==> config.mk <==
export PLATFORM = sky130hd
export DESIGN_NAME = ppr_remap
export DESIGN_NICKNAME = d
export VERILOG_FILES = /design/src/include/ppr_pkg.sv /design/src/logic/ppr_remap.sv
export SDC_FILE = /design/constraint.sdc
export NUM_CORES = 1
export LEC_CHECK = 0
export BUFFER_PORTS_ARGS = -buffer_cell sky130_fd_sc_hd__buf_2
export CAP_MARGIN = 20
export CORE_AREA = 2 2 295 297
export DETAILED_ROUTE_END_ITERATION = 10
export DIE_AREA = 0 0 297 299
export PLACE_DENSITY_LB_ADDON = 0.3
export SYNTH_ARGS = -nofsm -noshare
export SYNTH_HDL_FRONTEND = slang
export SYNTH_SLANG_ARGS = --single-unit
==> constraint.sdc <==
create_clock -name clk_i -period 2.25 [get_ports clk_i]
set_input_delay 0 -clock clk_i [delete_from_list [all_inputs] [get_ports clk_i]]
set_output_delay 0 -clock clk_i [all_outputs]
set_load 0.01 [all_outputs]
==> src/include/ppr_pkg.sv <==
/*
 Package for the peripheral pin remap slice: register indices, field
 positions, reset values, encodings and carrier structs.
 Assumes a classic Wishbone slave with 32-bit data on a 25 MHz clock.
*/
// Summary of operation
// - Code zero ties peripheral input to ground
// - Code one drives input from comparator
// - Top code selects input-only pin 121
// - Unimplemented bits ignore writes, read zero
// - Low 7-bit field selects SPI2 slave-select
// - Low 7-bit field selects CAN1 receive
// - First output map: pins 35 and 20
// - Second output map: pins 37 and 36
// - Third output map: pins 39 and 38
// - Fourth output map: pins 41 and 40
// - Fifth output map: pins 43 and 42
// - Sixth output map: pins 55 and 54
// - Seventh output map: pins 57 and 56
// - Pin 97 upper field only
// - Pin 118 upper field only
// - Pin 120 low field only
package ppr_pkg;
   // ****************************************************
   // Register map (byte address = 4 * index)
   // ****************************************************
   localparam int PPR_NREG = 15;
   localparam logic [3:0] PPR_IDX_SPI2 = 4'h0;
   localparam logic [3:0] PPR_IDX_CAN1 = 4'h1;
   localparam logic [3:0] PPR_IDX_SYNC = 4'h2;
   localparam logic [3:0] PPR_IDX_DTC1 = 4'h3;
   localparam logic [3:0] PPR_IDX_DTC23 = 4'h4;
   localparam logic [3:0] PPR_IDX_OUT0 = 4'h5;
   localparam logic [3:0] PPR_IDX_OUT7 = 4'hc;
   localparam logic [3:0] PPR_IDX_OUT8 = 4'hd;
   localparam logic [3:0] PPR_IDX_OUT9 = 4'he;
   // Write masks of implemented bits per register
   localparam logic [15:0] PPR_MASK_LO7 = 16'h007f;
   localparam logic [15:0] PPR_MASK_HI7 = 16'h7f00;
   localparam logic [15:0] PPR_MASK_BOTH7 = 16'h7f7f;
   localparam logic [15:0] PPR_MASK_BOTH6 = 16'h3f3f;
   localparam logic [15:0] PPR_MASK_HI6 = 16'h3f00;
   localparam logic [15:0] PPR_MASK_LO6 = 16'h003f;
   localparam logic [15:0] PPR_RESET = 16'h0000;
   localparam int PPR_HI_POS = 8;
   // ****************************************************
   // Input-select encoding
   // ****************************************************
   localparam logic [6:0] PPR_SEL_GND = 7'h00;
   localparam logic [6:0] PPR_SEL_CMP = 7'h01;
   localparam logic [6:0] PPR_SEL_PIN121 = 7'h79;
   localparam int PPR_NOUT = 18;
   localparam int PPR_NFUNC = 64;
   localparam logic [5:0] PPR_FN_PORT = 6'h00;
   typedef struct packed {
      logic spi2_slave_select_input;
      logic can1_receive_input;
      logic pwm_sync_input;
      logic [2:0] deadtime_comp_input;
   } ppr_in_t;
endpackage

==> src/logic/ppr_remap.sv <==
/*
 Peripheral pin remap slice: select registers on a Wishbone slave,
 input routing to peripherals and output routing to remappable pins.
 Assumes pins and comparator are asynchronous; functions are on clk_i.
*/
`timescale 1ns/1ps
module ppr_remap
   import ppr_pkg::*;
(
   input wire logic clk_i,
   input wire logic rst_i,
   input wire logic wb_cyc_i,
   input wire logic wb_stb_i,
   input wire logic wb_we_i,
   input wire logic [5:0] wb_adr_i,
   input wire logic [3:0] wb_sel_i,
   input wire logic [31:0] wb_dat_i,
   output logic [31:0] wb_dat_o,
   output logic wb_ack_o,
   input wire logic [127:0] remappable_pin_i,
   input wire logic first_comparator_output_i,
   input wire logic [ppr_pkg::PPR_NFUNC-1:0] func_out_i,
   output ppr_pkg::ppr_in_t periph_in_o,
   output logic [ppr_pkg::PPR_NOUT-1:0] pin_out_o,
   output logic [ppr_pkg::PPR_NOUT-1:0] pin_remap_en_o
);
   import ppr_pkg::*;

   // ****************************************************
   // Register file
   // ****************************************************
   logic [15:0] map_reg [PPR_NREG];
   logic [127:0] pin_meta_reg, pin_sync_reg;
   logic cmp_meta_reg, cmp_sync_reg;
   logic [3:0] idx;
   logic hit;
   logic [15:0] wmask;

   function automatic logic [15:0] impl_mask(input logic [3:0] i);
      if (i == PPR_IDX_SPI2 || i == PPR_IDX_CAN1) begin
         return PPR_MASK_LO7;
      end else if (i == PPR_IDX_SYNC || i == PPR_IDX_DTC1) begin
         return PPR_MASK_HI7;
      end else if (i == PPR_IDX_DTC23) begin
         return PPR_MASK_BOTH7;
      end else if (i == PPR_IDX_OUT7 || i == PPR_IDX_OUT8) begin
         return PPR_MASK_HI6;
      end else if (i == PPR_IDX_OUT9) begin
         return PPR_MASK_LO6;
      end else begin
         return PPR_MASK_BOTH6;
      end
   endfunction

   // Common input encoding, shared by all six input fields
   function automatic logic route_in(input logic [6:0] code, input logic [127:0] pins,
                                     input logic cmp);
      if (code == PPR_SEL_GND) begin
         return 1'b0;
      end else if (code == PPR_SEL_CMP) begin
         return cmp;
      end else if (code > PPR_SEL_PIN121) begin
         return 1'b0;
      end else begin
         return pins[code];
      end
   endfunction

   assign idx = wb_adr_i[5:2];
   assign hit = idx < 4'(PPR_NREG);
   // A function result cannot be part-selected, so the mask is a net
   assign wmask = impl_mask(idx);

   // Mask stops writes to unimplemented bits
   always_ff @(posedge clk_i) begin
      if (rst_i) begin
         for (int i = 0; i < PPR_NREG; i++) begin
            map_reg[i] <= PPR_RESET;
         end
      end else if (wb_cyc_i && wb_stb_i && wb_we_i && !wb_ack_o && hit) begin
         for (int b = 0; b < 2; b++) begin
            if (wb_sel_i[b]) begin
               map_reg[idx][b*8 +: 8] <= wb_dat_i[b*8 +: 8] & wmask[b*8 +: 8];
            end
         end
      end
   end

   // One ack, registered a cycle after the request; unmapped reads return zero
   always_ff @(posedge clk_i) begin
      if (rst_i) begin
         wb_ack_o <= 1'b0;
         wb_dat_o <= 32'h0000_0000;
      end else begin
         wb_ack_o <= wb_cyc_i && wb_stb_i && !wb_ack_o;
         wb_dat_o <= (hit && !wb_we_i) ? {16'h0000, map_reg[idx]} : 32'h0000_0000;
      end
   end

   // ****************************************************
   // Input routing
   // ****************************************************
   // Pins are asynchronous: two flops before any selector
   always_ff @(posedge clk_i) begin
      if (rst_i) begin
         pin_meta_reg <= '0;
         pin_sync_reg <= '0;
         cmp_meta_reg <= 1'b0;
         cmp_sync_reg <= 1'b0;
      end else begin
         pin_meta_reg <= remappable_pin_i;
         pin_sync_reg <= pin_meta_reg;
         cmp_meta_reg <= first_comparator_output_i;
         cmp_sync_reg <= cmp_meta_reg;
      end
   end

   always_ff @(posedge clk_i) begin
      if (rst_i) begin
         periph_in_o <= '0;
      end else begin
         periph_in_o.spi2_slave_select_input <=
            route_in(map_reg[PPR_IDX_SPI2][6:0], pin_sync_reg, cmp_sync_reg);
         periph_in_o.can1_receive_input <=
            route_in(map_reg[PPR_IDX_CAN1][6:0], pin_sync_reg, cmp_sync_reg);
         periph_in_o.pwm_sync_input <=
            route_in(map_reg[PPR_IDX_SYNC][14:8], pin_sync_reg, cmp_sync_reg);
         periph_in_o.deadtime_comp_input[0] <=
            route_in(map_reg[PPR_IDX_DTC1][14:8], pin_sync_reg, cmp_sync_reg);
         periph_in_o.deadtime_comp_input[1] <=
            route_in(map_reg[PPR_IDX_DTC23][6:0], pin_sync_reg, cmp_sync_reg);
         periph_in_o.deadtime_comp_input[2] <=
            route_in(map_reg[PPR_IDX_DTC23][14:8], pin_sync_reg, cmp_sync_reg);
      end
   end

   // ****************************************************
   // Output routing
   // ****************************************************
   // Pin order: 20,35,36,37,38,39,40,41,42,43,54,55,56,57,97,118,120
   // plus a spare slot 17 that never remaps
   logic [5:0] code_w [PPR_NOUT];
   always_comb begin
      code_w[0] = map_reg[PPR_IDX_OUT0][5:0];
      code_w[1] = map_reg[PPR_IDX_OUT0][13:8];
      code_w[2] = map_reg[PPR_IDX_OUT0 + 4'h1][5:0];
      code_w[3] = map_reg[PPR_IDX_OUT0 + 4'h1][13:8];
      code_w[4] = map_reg[PPR_IDX_OUT0 + 4'h2][5:0];
      code_w[5] = map_reg[PPR_IDX_OUT0 + 4'h2][13:8];
      code_w[6] = map_reg[PPR_IDX_OUT0 + 4'h3][5:0];
      code_w[7] = map_reg[PPR_IDX_OUT0 + 4'h3][13:8];
      code_w[8] = map_reg[PPR_IDX_OUT0 + 4'h4][5:0];
      code_w[9] = map_reg[PPR_IDX_OUT0 + 4'h4][13:8];
      code_w[10] = map_reg[PPR_IDX_OUT0 + 4'h5][5:0];
      code_w[11] = map_reg[PPR_IDX_OUT0 + 4'h5][13:8];
      code_w[12] = map_reg[PPR_IDX_OUT0 + 4'h6][5:0];
      code_w[13] = map_reg[PPR_IDX_OUT0 + 4'h6][13:8];
      code_w[14] = map_reg[PPR_IDX_OUT7][13:8];
      code_w[15] = map_reg[PPR_IDX_OUT8][13:8];
      code_w[16] = map_reg[PPR_IDX_OUT9][5:0];
      code_w[17] = PPR_FN_PORT;
   end

   always_ff @(posedge clk_i) begin
      if (rst_i) begin
         pin_out_o <= '0;
         pin_remap_en_o <= '0;
      end else begin
         for (int p = 0; p < PPR_NOUT; p++) begin
            // Port-owned and spare slots read low, never function zero
            pin_out_o[p] <= (code_w[p] != PPR_FN_PORT) && func_out_i[code_w[p]];
            pin_remap_en_o[p] <= code_w[p] != PPR_FN_PORT;
         end
      end
   end
endmodule

==> results of run 1 <==
## cells in the final DEF (no fill, tap or decap), types with 100 or more instances in the layout
cell           count
conb_1           100
nor2b_1          302
edfxtp_1         224
mux4_2           560
buf_2            270
dlygate4sd3_1    146
buf_4            245
mux2i_1          117
dfxtp_1          313
nor2_1           191
## metrics by stage
step	std cells	hold slack, ns
floorplan	2605	0.128
finish	4334	0.0511
global route	4333	0.0621
detailed placement	4022	0.212
CTS	4299	0.0136
global placement	4022	0.209
## power groups by stage
stage	registers, mW	logic, mW	clock network [mW]
detailed placement	11.3	4.53	0
CTS	11.1	4.84	9.98
global placement	11.3	4.46	0
global route	11.2	5.26	10.3
floorplan	11.1	2.85	0
finish	11.1	5.07	9.81
## metal layers
| metal | vias to the layer above | part of all wire, % |
|---|---|---|
| li1 | 11000 | - |
| met1 | 13800 | 38 |
| met2 | 2239 | 44 |
| met3 | 433 | 13 |
| met4 | 6 | 5.0 |
| met5 | - | 0.099 |
## cell type report
| cell class | instances | area [um^2] |
|---|---|---|
| well taps | 1155 | 1450 |
| multi-input cells | 1736 | 20100 |
| fillers | 7286 | 42500 |
| repair buffers | 774 | 6820 |
| flip-flops and latches | 537 | 13000 |
| diodes | 1 | 2.50 |
| clock buffers | 78 | 1690 |
| inverters | 24 | 90.1 |
| clock inverters | 29 | 303 |
## cell families (layout without fill, tap and decap cells)
family                 after synthesis  after routing
AND/OR/NAND/NOR                    754            754
multiplexers                       720            720
flip-flops                         537            537
buffers and inverters              332            905
AO/OA/AOI/OAI                      162            162
other                                1            101
## critical path, delay by kind of cell (launching register included)
| kind | cells | cell delay [ns] |
|---|---|---|
| AND/OR/NAND/NOR | 3 | 0.72 |
| multiplexers | 1 | 0.59 |
| buffers and inverters | 1 | 0.18 |
| flip-flops | 1 | 0.43 |
| AO/OA/AOI/OAI | 1 | 0.35 |
## worst paths after layout
path                         start  cells after the start  slack (ns)                to
setup / recovery     map_reg[2][8]                      6       -0.14    periph_in_o[3]
hold / removal         wb_sel_i[0]                      3        0.05     map_reg[4][6]
setup reg to reg     map_reg[2][8]                      6       -0.14    periph_in_o[3]
hold reg to reg   pin_meta_reg[72]                      1        0.44  pin_sync_reg[72]
## repair_timing
item,CTS,global route
hold endpoints to repair,343,0
gates cloned,5,11
endpoints found under the setup margin,226,150
setup buffers,23,25
pin swaps,13,13
resized for setup,50,46
hold buffers,146,0
==> results_dict.tcl, run 1 <==
set metrics [dict create \
    status "finished, violations left" \
    failed_checks "setup timing" \
    grt_overflow 0 \
    crit_path_end_kind "register" \
    gp_congestion 0.971 \
    grt_pass1_wl_um 186000 \
    rsz0062_at_grt "yes" \
    critPathSlowestCell "mux4_2" \
    synth_top_area_share_pct 36.6 \
    synth_compound_gate_area_share_pct 3.48 \
    dp_hpwl_um 86500 \
    worstSetupPathType "register to register" \
    io_buffer_count 272 \
    synth_fa_ha_area_share_pct 0 \
    ant_nets 0 \
    wire_per_inst_um 29.8 \
    vias 27500 \
    htreeDepth 2 \
    grt_pass1_vias 27400 \
    utilization_pct 50.5 \
    timing.setup.tns_ns -0.841 \
    via_per_inst 6.34 \
    finalNetCount 3370 \
    synth_cell_type_count 63 \
    numCtsBuffers 57 \
    synth_edf_count 224 \
    setup_viol 11 \
    insertion_delay_ns 0.64 \
    dieWidth_um 297 \
    fin_ws_ns -0.142 \
    cts.path.max_buffers 3 \
    max_freq_mhz 418 \
    remaining_drc_errors 0 \
    synth_warnings 0 \
    rows 108 \
    start_util_pct 39.5 \
    fin_crit_ns 2.39 \
    synth_top_cell_by_area "mux4_2" \
    syn-cell-area_um2 34000 \
    clock_sinks 537 \
    synth-seq-area-share_pct 38.2 \
    cp.arrival_ns 2.92 \
    crit_chain "buf_12, mux4_2, nand2_1, nand4_1, or4_1, o311a_1" \
    drv_cap 0 \
    required_ns 2.77 \
    p_comb_share_pct 19.5 \
    p_seq_share_pct 42.8 \
    cts_tree "done" \
    synth_ff_type "dfxtp_1" \
    drv_slew 0 \
    drt_iter0_drc 3813 \
    grt_util_met3_pct 8.70 \
    clk_pin_slew_ns 0.06 \
    power_mw 26.0 \
    place_area_um2 38800 \
    clockRootBuffer "clkbuf_16" \
    internal_power_mw 19.0 \
    io_pins 315 \
    synth_commonest_cells "mux4_2, dfxtp_1, nor2b_1" \
    clockPowerShare_pct 37.7 \
    grt_max_degree 210 \
    p_sw_share_pct 27.0 \
    drive_gt1_share_pct 43.1 \
    grt_usage_pct 28.3 \
    fp.dieH_um 299 \
    firstDrtPassIters 6 \
    finClkSkew_ns 0.0166 \
    muxShareOfSynthArea_pct 42.1 \
    die_area_um2 88800 \
    ys_ff_latch 537 \
    synth_xor_area_share_pct 0 \
    synth_area_leaders "mux4_2, edfxtp_1, dfxtp_1, nor2b_1, mux2i_1" \
    slew_headroom_pct 37.6 \
    largest_reg_flops 224 \
    drt_wl_total_um 129000 \
    synthesis.instances 2506 \
    yosys.cell_count.top_type "mux4_2" \
    synth-simple-area-share_pct 11.7 \
    slowest_delay_ns 0.59 \
    grt_use_met2_pct 42.5 \
    core_area_um2 85900 \
    async_flop_share_pct 0 \
    critical_path.max_fanout 9 \
    power.density_nw_per_um2 599 \
    antenna_found_initial 2 \
    vdd_drop_max_mv 0.586 \
    use_met1_pct 37.9 \
    cellLeakagePower_nw 16.2 \
    p_switching_mw 7.02 \
    worst_pin_slew_ns 0.937 \
    synth_top_family_by_area "multiplexers" \
    finalCritPeriodShare_pct 106 \
    busiest_layer "met2" \
    hold_viol 0 \
    area_delta_synth_final_pct 27.8 \
    worstSetupStartpointType "register" \
    hold_path_class "input pin to register" \
    post-route-cell-area_um2 43400 \
    synth.avg_cell_area_um2 13.6 \
    dp_worst_setup_slack_ns -0.328 \
]
No activity file was read; power rests on OpenSTA's default activity.
==> run 2, diff against run 1 <==
--- a/config.mk
+++ b/config.mk
@@ -7,9 +7,9 @@
 export LEC_CHECK = 0
 export BUFFER_PORTS_ARGS = -buffer_cell sky130_fd_sc_hd__buf_2
 export CAP_MARGIN = 20
-export CORE_AREA = 2 2 295 297
+export CORE_AREA = 2 2 252 254
 export DETAILED_ROUTE_END_ITERATION = 10
-export DIE_AREA = 0 0 297 299
+export DIE_AREA = 0 0 254 256
 export PLACE_DENSITY_LB_ADDON = 0.3
 export SYNTH_ARGS = -nofsm -noshare
 export SYNTH_HDL_FRONTEND = slang
==> results_dict.tcl, run 2 (same netlist as run 1, synthesis figures left out) <==
set metrics [dict create \
    worst_pin_slew_ns 0.822 \
    cellLeakagePower_nw 15.8 \
    timing.rr.start "map_reg[14][0]" \
    worstSetupPathType "register to register" \
    max_freq_mhz 422 \
    fp.dieH_um 256 \
    insertion_delay_ns 0.63 \
    hold_viol 0 \
    timing.setup.tns_ns -0.690 \
    finalNetCount 3324 \
    p_switching_mw 6.93 \
    drt_iter0_drc 4591 \
    firstDrtPassIters 9 \
    clock_sinks 537 \
    worstHoldStart "wb_adr_i[2]" \
    clockRootBuffer "clkbuf_16" \
    reg2reg_depth 5 \
    io_pins 315 \
    drv_cap 0 \
    utilization_pct 67.7 \
    clockPowerShare_pct 36.4 \
    cts_tree "done" \
    grt_max_degree 178 \
    whs_endpoint "map_reg[7][2]" \
    required_ns 2.77 \
    grt_pass1_vias 27900 \
    p_comb_share_pct 19.4 \
    vdd_drop_max_mv 0.487 \
    grt_pass1_wl_um 181000 \
    io_buffer_count 272 \
    failed_checks "setup timing" \
    dieWidth_um 254 \
    crit_path_end_kind "register" \
    status "finished, violations left" \
    rr_endpoint "pin_out_o[16]" \
    rows 92 \
    layout.cells.non_filler 3977 \
    place_area_um2 38000 \
    finalCritPeriodShare_pct 105 \
    dp_cells 3673 \
    vias 28000 \
    die_area_um2 65000 \
    antenna_found_initial 4 \
    setup_viol 10 \
    htreeDepth 2 \
    dp_worst_setup_slack_ns -0.252 \
    gp_congestion 1.03 \
    critical_path.max_fanout 17 \
    r2r_setup_slack_ns -0.12 \
    largest_reg_flops 224 \
    nFillCells 4358 \
    timing.hold.ws_ns 0.0310 \
    drive_gt1_share_pct 41.9 \
    cp.arrival_ns 2.89 \
    wire_per_inst_um 31.5 \
    p_sw_share_pct 27.3 \
    finClkSkew_ns 0.0204 \
    start_util_pct 54.5 \
    layout_commonest_cell "mux4_2" \
    slew_headroom_pct 45.0 \
    grt_usage_pct 38.1 \
    power_mw 25.4 \
    grt_overflow 0 \
    fin_crit_ns 2.37 \
    clk_pin_slew_ns 0.07 \
    ant_nets 0 \
    cts.path.max_buffers 3 \
    internal_power_mw 18.4 \
    numCtsBuffers 55 \
    drv_slew 0 \
    hold_path_class "input pin to register" \
    via_per_inst 7.03 \
    fin_ws_ns -0.120 \
    worstSetupStartpointType "register" \
    drt_wl_total_um 125000 \
    area_delta_synth_final_pct 24.3 \
    core_area_um2 62400 \
    dp_hpwl_um 81900 \
    hold_path_depth 4 \
    remaining_drc_errors 0 \
    rsz0062_at_grt "yes" \
    power.density_nw_per_um2 601 \
    post-route-cell-area_um2 42200 \
    mostFrequentLayoutCells "mux4_2, dfxtp_1, nor2b_1" \
    p_seq_share_pct 44.2 \
]
-- run 2: routing by layer --
layer	up-vias	share of wire, %	global-route usage, %
li1	10900	-	-
met1	13400	33	50.1
met2	2919	42	53.2
met4	6	6.7	18.7
met5	-	0.042	2.26
met3	688	18	17.6
-- run 2: how the worst max path moves through the flow --
stage / endpoint / slack [ns] / start
global route: periph_in_o[5] / -0.19 / map_reg[0][0]
global placement: periph_in_o[2] / -0.24 / map_reg[4][8]
finish: pin_out_o[16] / -0.12 / map_reg[14][0]
detailed placement: periph_in_o[2] / -0.25 / map_reg[4][8]
CTS: pin_out_o[16] / -0.10 / map_reg[14][0]
floorplan: pin_out_o[0] / -0.06 / map_reg[5][0]
-- run 2: critical path, stage by stage, from the launching register on --
cell	delay [ns]
edfxtp_1	0.40
buf_12	0.20
mux4_2	0.56
mux4_2	0.50
mux4_2	0.46
and2_1	0.14
-- run 2: what timing repair did --
item / CTS / global route
buffers inserted: 5 / 32
pin swaps: 4 / 21
setup endpoints to repair: 126 / 146
hold buffers: 153 / 0
resized for setup: 29 / 52
hold endpoints to repair: 313 / 0
cloned: 3 / 7
-- run 2: power groups by stage --
stage	combinational (mW)	sequential [mW]	clock (mW)
2_1_floorplan	2.85	11.1	0
3_3_place_gp	4.25	11.4	0
3_5_place_dp	4.35	11.4	0
4_1_cts	4.61	11.2	9.30
5_1_grt	5.07	11.2	9.67
6_report	4.93	11.2	9.23
-- run 2: area by class of cell --
class	instances	area, um^2	share of cell area, %
antenna	1	2.50	0.00593
clock buffer	70	1560	3.70
clock inverter	33	278	0.658
inverter	24	90.1	0.213
multi-input combinational	1736	20000	47.5
sequential	537	13000	30.8
tap	846	1060	2.51
timing repair buffer	730	6200	14.7
